## config.mk

```make
export PLATFORM = sky130hd
export DESIGN_NAME = fhi_interposer
export DESIGN_NICKNAME = d
export VERILOG_FILES = /design/src/hdl/fhi_pkg.sv /design/src/hdl/fhi_interposer.sv /design/src/hdl/fhi_bridge_fsm.sv
export SDC_FILE = /design/constraint.sdc
export NUM_CORES = 1
export LEC_CHECK = 0
export ABC_AREA = 0
export BUFFER_PORTS_ARGS = -buffer_cell sky130_fd_sc_hd__buf_4
export CAP_MARGIN = 20
export CORE_AREA = 2 2 39 41
export DETAILED_ROUTE_END_ITERATION = 12
export DIE_AREA = 0 0 41 43
export GPL_TIMING_DRIVEN = 0
export PLACE_DENSITY_LB_ADDON = 0.1
export SKIP_LAST_GASP = 1
export SLEW_MARGIN = 40
export SYNTH_ARGS = -nofsm -noshare
export SYNTH_HDL_FRONTEND = slang
export SYNTH_HIERARCHICAL = 1
export SYNTH_SLANG_ARGS = --single-unit
```

## constraint.sdc

```tcl
create_clock -name i_sys_clk -period 2.49 [get_ports i_sys_clk]
set_input_delay 0.3735 -clock i_sys_clk [delete_from_list [all_inputs] [get_ports i_sys_clk]]
set_output_delay 0.3735 -clock i_sys_clk [all_outputs]
set_load 0.02 [all_outputs]
```

## src/hdl/fhi_pkg.sv

```systemverilog
// constants shared by the flush handshake interposer and its bridge-side state machine
// assumes a single clock; both flush line levels are active low at the pins
package fhi_pkg;

    // ==========================================================
    // state bit encodings, state machine A (bits [1:0] = a1,a0)
    // ==========================================================
    localparam logic [1:0] A_IDLE_CODE = 2'h1;
    localparam logic [1:0] A_WAITING_CODE = 2'h0;
    localparam logic [1:0] A_FLUSHING_CODE = 2'h2;
    localparam logic [1:0] A_RELEASE_CODE = 2'h3;

    // ==========================================================
    // state bit encodings, state machine B (bits [1:0] = b1,b0)
    // ==========================================================
    localparam logic [1:0] B_DEFAULT_CODE = 2'h2;
    localparam logic [1:0] B_PULSE_CODE = 2'h0;
    localparam logic [1:0] B_RELEASED_CODE = 2'h1;
    localparam logic [1:0] B_DONE_CODE = 2'h3;

    // ==========================================================
    // bit positions inside a state code
    // ==========================================================
    localparam int BIT0_POS = 0;
    localparam int BIT1_POS = 1;

    // pin level meaning asserted on an active-low flush line
    localparam logic LINE_ASSERTED_LEVEL = 1'h0;

    // ==========================================================
    // state types
    // ==========================================================
    typedef enum logic [1:0] {
        A_IDLE,
        A_WAITING,
        A_FLUSHING,
        A_RELEASE
    } fhi_a_state_type;

    typedef enum logic [1:0] {
        B_DEFAULT,
        B_PULSE,
        B_RELEASED,
        B_DONE
    } fhi_b_state_type;

endpackage

```

## src/hdl/fhi_interposer.sv

```systemverilog
// flush handshake interposer: sits on the flush line between system component and bus bridge
// assumes one clock (the pci clock) and pins sampled synchronously; lines are active low
// with pull-ups, so a released line reads negated unless the far party drives it
//
// Summary of operation
// - system-side line asserted only while a0 low and pci reset inactive
// - system-side driver enabled except in code a1=0,a0=1, where it floats
// - bridge-side line asserted only while b1 low and pci reset inactive
// - pci reset sends machine A to idle on the next clock
// - idle moves to waiting when system-side line sampled asserted
// - waiting moves to flushing when bridge-side line sampled asserted
// - flushing goes to release on bridge negation; release returns to idle
// - all state bits of both machines register on the pci clock
// - machine A codes: idle 01, waiting 00, flushing 10, release 11
// - machine B waits for hold acknowledge low, then asserts one clock
// - after flush, A drives negated then floats; B drives negated default
`timescale 1ns/1ps

module fhi_interposer (
    input wire logic i_sys_clk,
    input wire logic i_sys_rst,
    input wire logic i_pci_reset_in,
    input wire logic i_bus_hold_acknowledge,
    input wire logic i_flush_line_sys_side_n,
    output logic o_flush_line_sys_side_n,
    output logic o_sys_side_drive_enable,
    input wire logic i_flush_line_bridge_side_n,
    output logic o_flush_line_bridge_side_n,
    output logic o_flush_line_bridge_side_oe,
    output logic o_state_a_bit0,
    output logic o_state_a_bit1,
    output logic o_state_b_bit0,
    output logic o_state_b_bit1
);

    typedef struct packed {
        fhi_pkg::fhi_a_state_type state;
    } fhi_a_regs_type;

    fhi_a_regs_type a_reg;
    fhi_a_regs_type a_next;
    logic [1:0] a_code;
    logic sys_flush_seen;
    logic bridge_flush_seen;
    logic sys_side_flush_out;
    logic bridge_side_flush_out;
    logic flush_pending;

    // map state to its documented bit code
    function automatic logic [1:0] fhi_a_code(input fhi_pkg::fhi_a_state_type s);
        case (s)
            fhi_pkg::A_IDLE: fhi_a_code = fhi_pkg::A_IDLE_CODE;
            fhi_pkg::A_WAITING: fhi_a_code = fhi_pkg::A_WAITING_CODE;
            fhi_pkg::A_FLUSHING: fhi_a_code = fhi_pkg::A_FLUSHING_CODE;
            fhi_pkg::A_RELEASE: fhi_a_code = fhi_pkg::A_RELEASE_CODE;
            default: fhi_a_code = fhi_pkg::A_IDLE_CODE;
        endcase
    endfunction

    // ==========================================================
    // pin sampling
    // ==========================================================
    // line levels as seen on the wire, including our own drive
    assign sys_flush_seen = (i_flush_line_sys_side_n == fhi_pkg::LINE_ASSERTED_LEVEL);
    assign bridge_flush_seen = (i_flush_line_bridge_side_n == fhi_pkg::LINE_ASSERTED_LEVEL);

    // ==========================================================
    // state machine A: emulates the bridge towards the system side
    // ==========================================================
    always_comb begin
        a_next = a_reg;
        if (i_pci_reset_in) begin
            a_next.state = fhi_pkg::A_IDLE;
        end else begin
            case (a_reg.state)
                fhi_pkg::A_IDLE: begin
                    if (sys_flush_seen) begin
                        a_next.state = fhi_pkg::A_WAITING;
                    end
                end
                fhi_pkg::A_WAITING: begin
                    if (bridge_flush_seen) begin
                        a_next.state = fhi_pkg::A_FLUSHING;
                    end
                end
                fhi_pkg::A_FLUSHING: begin
                    if (!bridge_flush_seen) begin
                        a_next.state = fhi_pkg::A_RELEASE;
                    end
                end
                fhi_pkg::A_RELEASE: begin
                    a_next.state = fhi_pkg::A_IDLE;
                end
                default: begin
                    a_next.state = fhi_pkg::A_IDLE;
                end
            endcase
        end
    end

    always_ff @(posedge i_sys_clk or posedge i_sys_rst) begin
        if (i_sys_rst) begin
            a_reg <= '{state: fhi_pkg::A_IDLE};
        end else begin
            a_reg <= a_next;
        end
    end

    assign a_code = fhi_a_code(a_reg.state);
    assign o_state_a_bit0 = a_code[fhi_pkg::BIT0_POS];
    assign o_state_a_bit1 = a_code[fhi_pkg::BIT1_POS];

    // ==========================================================
    // system-side pin drive
    // ==========================================================
    // assert while a0 low
    assign sys_side_flush_out = !o_state_a_bit0 && !i_pci_reset_in;
    assign o_flush_line_sys_side_n = !sys_side_flush_out;
    // release drives negated before idle floats
    assign o_sys_side_drive_enable = !(!o_state_a_bit1 && o_state_a_bit0);

    // ==========================================================
    // state machine B: emulates the system side towards the bridge
    // ==========================================================
    // request stands while A holds the system side waiting
    assign flush_pending = (a_reg.state == fhi_pkg::A_WAITING);

    fhi_bridge_fsm u_bridge_fsm (
        .i_sys_clk(i_sys_clk),
        .i_sys_rst(i_sys_rst),
        .i_pci_reset_in(i_pci_reset_in),
        .i_bus_hold_acknowledge(i_bus_hold_acknowledge),
        .i_flush_pending(flush_pending),
        .i_bridge_flush_seen(bridge_flush_seen),
        .o_state_b_bit0(o_state_b_bit0),
        .o_state_b_bit1(o_state_b_bit1)
    );

    // ==========================================================
    // bridge-side pin drive
    // ==========================================================
    // assert while b1 low
    assign bridge_side_flush_out = !o_state_b_bit1 && !i_pci_reset_in;
    assign o_flush_line_bridge_side_n = !bridge_side_flush_out;
    assign o_flush_line_bridge_side_oe = !o_state_b_bit0;

endmodule

```

## src/hdl/fhi_bridge_fsm.sv

```systemverilog
// state machine B: drives the bridge-side flush line on behalf of the system side
// assumes inputs synchronous to i_sys_clk; the bridge owns the line while released
`timescale 1ns/1ps

module fhi_bridge_fsm (
    input wire logic i_sys_clk,
    input wire logic i_sys_rst,
    input wire logic i_pci_reset_in,
    input wire logic i_bus_hold_acknowledge,
    input wire logic i_flush_pending,
    input wire logic i_bridge_flush_seen,
    output logic o_state_b_bit0,
    output logic o_state_b_bit1
);

    typedef struct packed {
        fhi_pkg::fhi_b_state_type state;
    } fhi_b_regs_type;

    fhi_b_regs_type b_reg;
    fhi_b_regs_type b_next;
    logic [1:0] b_code;

    // map state to its documented bit code
    function automatic logic [1:0] fhi_b_code(input fhi_pkg::fhi_b_state_type s);
        case (s)
            fhi_pkg::B_DEFAULT: fhi_b_code = fhi_pkg::B_DEFAULT_CODE;
            fhi_pkg::B_PULSE: fhi_b_code = fhi_pkg::B_PULSE_CODE;
            fhi_pkg::B_RELEASED: fhi_b_code = fhi_pkg::B_RELEASED_CODE;
            fhi_pkg::B_DONE: fhi_b_code = fhi_pkg::B_DONE_CODE;
            default: fhi_b_code = fhi_pkg::B_DEFAULT_CODE;
        endcase
    endfunction

    // ==========================================================
    // next state
    // ==========================================================
    always_comb begin
        b_next = b_reg;
        if (i_pci_reset_in) begin
            b_next.state = fhi_pkg::B_DEFAULT;
        end else begin
            case (b_reg.state)
                fhi_pkg::B_DEFAULT: begin
                    if (i_flush_pending && !i_bus_hold_acknowledge) begin
                        b_next.state = fhi_pkg::B_PULSE;
                    end
                end
                fhi_pkg::B_PULSE: begin
                    b_next.state = fhi_pkg::B_RELEASED;
                end
                fhi_pkg::B_RELEASED: begin
                    if (!i_bridge_flush_seen) begin
                        b_next.state = fhi_pkg::B_DONE;
                    end
                end
                fhi_pkg::B_DONE: begin
                    b_next.state = fhi_pkg::B_DEFAULT;
                end
                default: begin
                    b_next.state = fhi_pkg::B_DEFAULT;
                end
            endcase
        end
    end

    always_ff @(posedge i_sys_clk or posedge i_sys_rst) begin
        if (i_sys_rst) begin
            b_reg <= '{state: fhi_pkg::B_DEFAULT};
        end else begin
            b_reg <= b_next;
        end
    end

    // state bit outputs
    assign b_code = fhi_b_code(b_reg.state);
    assign o_state_b_bit0 = b_code[fhi_pkg::BIT0_POS];
    assign o_state_b_bit1 = b_code[fhi_pkg::BIT1_POS];

endmodule

```

Word level (Yosys, flattened, before mapping)
Index checks and enable logic that the tools add are counted.
{"block": "op_classes", "eq_ne": 11, "reduce_logical": 17, "mux": 10}
{"operator": "case mux 2 bit (4 select lines)", "n": 4}
{"operator": "two-way mux 2 bit", "n": 6}
{"operator": "inequality test 3 bit (second input constant)", "n": 4}
{"operator": "zero test 1 bit", "n": 9}
{"operator": "== test 2 bit (second input constant)", "n": 4}
{"operator": "== test 2 x 1 -> 1 bit (second input constant)", "n": 2}
{"operator": "logical AND 1 bit", "n": 4}
{"operator": "zero test 2 bit", "n": 2}
{"operator": "inequality test 3 x 2 -> 1 bit (second input constant)", "n": 1}
{"operator": "AND reduction 3 bit", "n": 1}
{"operator": "AND reduction 2 bit", "n": 1}
{"block": "totals", "regBits": 4, "in_bits": 6, "word_cells": 40, "output_inout_bits": 8}

Depth between registers and ports, before layout
{"block": "depth", "depth_word": 5, "depth_mapped": 5, "mapped_depth_nobuf": 5}

Modules after synthesis
The synthesis kept the hierarchy.
{"module": "fhi_interposer", "cells_each": 23, "n_inst": 1, "seq_area_each_um2": 50.0, "area_per_inst_um2": 206.4}
{"module": "fhi_bridge_fsm", "cells_each": 17, "n_inst": 1, "seq_area_each_um2": 50.0, "area_per_inst_um2": 160.2}

Least setup slack after synthesis
No wires, ideal clock.
{"block": "synth_timing", "path_type": "reg-to-output", "startpoint": "reg u_bridge_fsm/b_reg[0] (netlist bit)", "endpoint": "out o_flush_line_bridge_side_oe", "t_arrival_ps": 1148, "t_required_ps": 2117, "n_path_buf": 0, "path_slack_ps": 969, "path_stages_with_launch": 5, "cell_sequence": "dfrtp_1 -> inv_1 -> ha_1 -> or2_2 -> inv_1"}
{"block": "synth_between", "elab_chain_len": 3, "word_cells_on_any_way": 6, "cone_classes": "3 x eq/ne; 1 x mux; 2 x reduce/logical"}
{"element": "from (decl)", "line_no": "fhi_bridge_fsm.sv:20", "rtl": "fhi_b_regs_type b_reg;"}
{"element": "from (signal assigned)", "line_no": "fhi_bridge_fsm.sv:69", "rtl": "b_reg <= '{state: fhi_pkg::B_DEFAULT};"}
{"element": "from (signal assigned)", "line_no": "fhi_bridge_fsm.sv:71", "rtl": "b_reg <= b_next;"}
{"element": "== test 2 bit (tied with other cells)", "line_no": "fhi_bridge_fsm.sv:26", "rtl": "case (s)"}
{"element": "case mux 2 bit (4 select lines) (*)", "line_no": "fhi_bridge_fsm.sv:26"}
{"element": "via o_state_b_bit0", "line_no": "fhi_interposer.sv:32", "rtl": "output logic o_state_b_bit0,"}
{"element": "zero test 1 bit (*)", "line_no": "fhi_interposer.sv:145", "rtl": "assign o_flush_line_bridge_side_oe = !o_state_b_bit0;"}
{"element": "to (decl)", "line_no": "fhi_interposer.sv:29", "rtl": "output logic o_flush_line_bridge_side_oe,"}
The timed path passes the listed nets; every way through them passes the cells marked *.

Final worst setup path
{"block": "layout_timing", "startpoint": "reg u_bridge_fsm/b_reg[0] (netlist bit)", "endpoint": "out o_flush_line_bridge_side_n"}
{"block": "layout_between", "elab_chain_len": 5, "word_cells_on_any_way": 8, "cone_classes": "3 x eq/ne; 1 x mux; 4 x reduce/logical"}
{"element": "== test 2 bit (tied with other cells)", "line_no": "fhi_bridge_fsm.sv:26"}
{"element": "case mux 2 bit (4 select lines) (*)", "line_no": "fhi_bridge_fsm.sv:26"}
{"element": "zero test 1 bit (*)", "line_no": "fhi_interposer.sv:143", "rtl": "assign bridge_side_flush_out = !o_state_b_bit1 && !i_pci_reset_in;"}
{"element": "logical AND 1 bit (*)", "line_no": "fhi_interposer.sv:143"}
{"element": "zero test 1 bit (*)", "line_no": "fhi_interposer.sv:144", "rtl": "assign o_flush_line_bridge_side_n = !bridge_side_flush_out;"}
{"element": "to (decl)", "line_no": "fhi_interposer.sv:28", "rtl": "output logic o_flush_line_bridge_side_n,"}
Every way passes the cells marked *; elsewhere a longest branch is shown, timed or not.

==> qor.yml <==
logic_synthesis:
  syn-num-nets: 53
  synthCells: 40
  ys_types: 12
  ys_ff_latch: 4
  syn_area_um2: 367
  synth.yosys.warnings: 6
  postSynthAreaPerCell_um2: 9.17
  ys_seq_area_share_pct: 27.3
placement:
  port_buffers: 13
  gp_congestion: 0.674
  dp_hpwl_um: 538
  pre_cts_ws_ns: 0.921
global_route:
  grt-ovfl-total: 0
  grt_util_all_layers_pct: 9.60
  first_global_vias: 273
  grt_pass1_wl_mm: 1.13
  grt_max_degree: 6
  antenna_found_initial: 0
worst_setup_path:
  path_max_fanout: 3
  worstSetupEndpointType: "primary output"
  crit_type: "register to primary output"
  worstSetupStartpointType: "register"
  required_ns: 2.12
  worstPathArrival_ns: 1.42
power:
  powerDensity_mw_per_mm2: 1300
  switchingPower_mw: 0.308
  clock_power_share_pct: 11.5
  p_int_mw: 0.362
  switching_share_pct: 46.0
  seq_power_share_pct: 17.8
  vdd_ir_drop_max_v: 0.000470
  combPwrFrac_pct: 70.7
  leakage_nw: 0.279
sta:
  layout_min_cycle_time_ns: 1.80
  clock.fmax_ghz: 0.556
  worst_pin_slew_ns: 0.283
  rsz0062_at_grt: "false"
  clock_skew_ns: 0.00147
  fin_crit_sh_pct: 72.2
  slew_headroom_pct: 81.0
  setup_ws_ns: 0.692
  final.setup.tns_ns: 0
  timing.final.hold_violations: 0
  slew_viol_final: 0
  setup_viol: 0
floorplan:
  die_w_um: 41
  fp.dieArea_mm2: 0.00176
  start_util_pct: 26.5
  coreArea_mm2: 0.00138
  fp.dieH_um: 43
  fp-row-count: 14
  io_pins: 14
clock_network:
  clkSinkCount: 4
  clkSlewWorstSetupHoldPaths_ns: 0.04
  post_cts.repair.setup_buffers: 0
  htreeDepth: 1
  numCtsBuffers: 3
  cts_hold_buf: 1
  cts_resized: 0
  cts_tree: "yes"
  cts_root_buf: "clkbuf_4"
  cts_buffer_depth: 2
  clkLatencyLatePin_ns: 0.23
cells_and_area:
  layout_common_cells: "13 x inv_1, 13 x buf_4, 7 x ha_1, 4 x dfrtp_1"
  n_antenna_cell: 0
  drive_gt1_share_pct: 42.1
  fill_cells: 145
  final_nets: 72
  syn2layout_area_growth_pct: 41.0
  post-route-util_pct: 37.3
route:
  avgRoutedWirePerCell_um: 8.68
  finalWirelength_um: 634
  routed_via_density: 4.04
  drtIter0Drc: 1
  num_vias: 295
  drc: 0
  drtAntennaViolNets: 0
  dr.pass1.iters: 2
flow_run:
  cap_violations: 0
worst_hold_path:
  hp-class: "input pin to register"
status:
  outcome: "finished, final reports clean"
==> cell families after synthesis <==
kind of cell	share of synthesized area [%]
adder cells (fa/ha/maj)	23.9
AND/OR/NAND/NOR	12.3
multiplexers	5.46
buffers and inverters	13.3
flip-flops	27.3
AO/OA/AOI/OAI	17.7
==> cell usage after synthesis (all sizes together) <==
library cell / count / area share, %
ha: 7 / 24
a22oi: 2 / 6.8
nand2: 2 / 2.0
mux2i: 2 / 5.5
dfrtp: 4 / 27
a211oi: 2 / 5.5
inv: 13 / 13
nand2b: 3 / 5.1
or2: 3 / 5.1
o21ai: 1 / 2.4
o221a: 1 / 3.1
==> path summary, 6_finish.rpt <==
| path | from | endpoint | slack [ns] | cells after the start |
|---|---|---|---|---|
| max | u_bridge_fsm/b_reg[0]$_DFFE_PP0P_ | o_flush_line_bridge_side_n | 0.69 | 5 |
| min | i_pci_reset_in | a_reg[0]$_DFFE_PP0P_ | 0.33 | 2 |
| max reg2reg | a_reg[0]$_DFFE_PP0P_ | a_reg[0]$_DFFE_PP0P_ | 1.22 | 5 |
| min reg2reg | u_bridge_fsm/b_reg[1]$_DFFE_PP0P_ | u_bridge_fsm/b_reg[1]$_DFFE_PP0P_ | 0.58 | 2 |
| max in group asynchronous | i_sys_rst | a_reg[1]$_DFFE_PP0P_ | 1.83 | 3 |
| min in group asynchronous | i_sys_rst | a_reg[0]$_DFFE_PP0P_ | 0.56 | 3 |
==> critical path: stages (launching register included) <==
cell     delay [ns]
dfrtp_1        0.37
inv_1          0.07
ha_1           0.29
inv_1          0.05
or2_2          0.26
buf_4          0.16
==> per-layer routing <==
layer	share of wire [%]	wire length, µm	GRT usage (%)
met5	0	0	0
met4	0	0	8.00
met3	7.1	45	1.57
met2	44	276	12.8
met1	49	311	12.8
==> power groups by stage <==
stage,Clock (mW),Sequential [mW],Combinational (mW)
after global routing,0.0923,0.123,0.526
final,0.0773,0.119,0.473
after CTS,0.0821,0.120,0.480
after global placement,0,0.121,0.477
after floorplan,0,0.113,0.324
after detailed placement,0,0.121,0.478
==> metrics by stage <==
stage / hold slack (ns) / area (µm²) / power [mW] / cells
4_1_cts: 0.317 / 517 / 0.681 / 73
2_1_floorplan: 0.115 / 367 / 0.438 / 40
5_1_grt: 0.312 / 517 / 0.742 / 73
3_5_place_dp: 0.243 / 484 / 0.599 / 69
3_3_place_gp: 0.243 / 484 / 0.598 / 69
6_report: 0.325 / 517 / 0.670 / 73
==> layout make-up <==
type,count,area (µm²),area share [%]
well taps,16,20.0,3.87
inverters,13,48.8,9.44
repair buffers,14,108,20.8
multi-input cells,23,218,42.1
flip-flops and latches,4,100,19.4
clock buffers,3,22.5,4.36
Power figures use the tool's default switching activity.
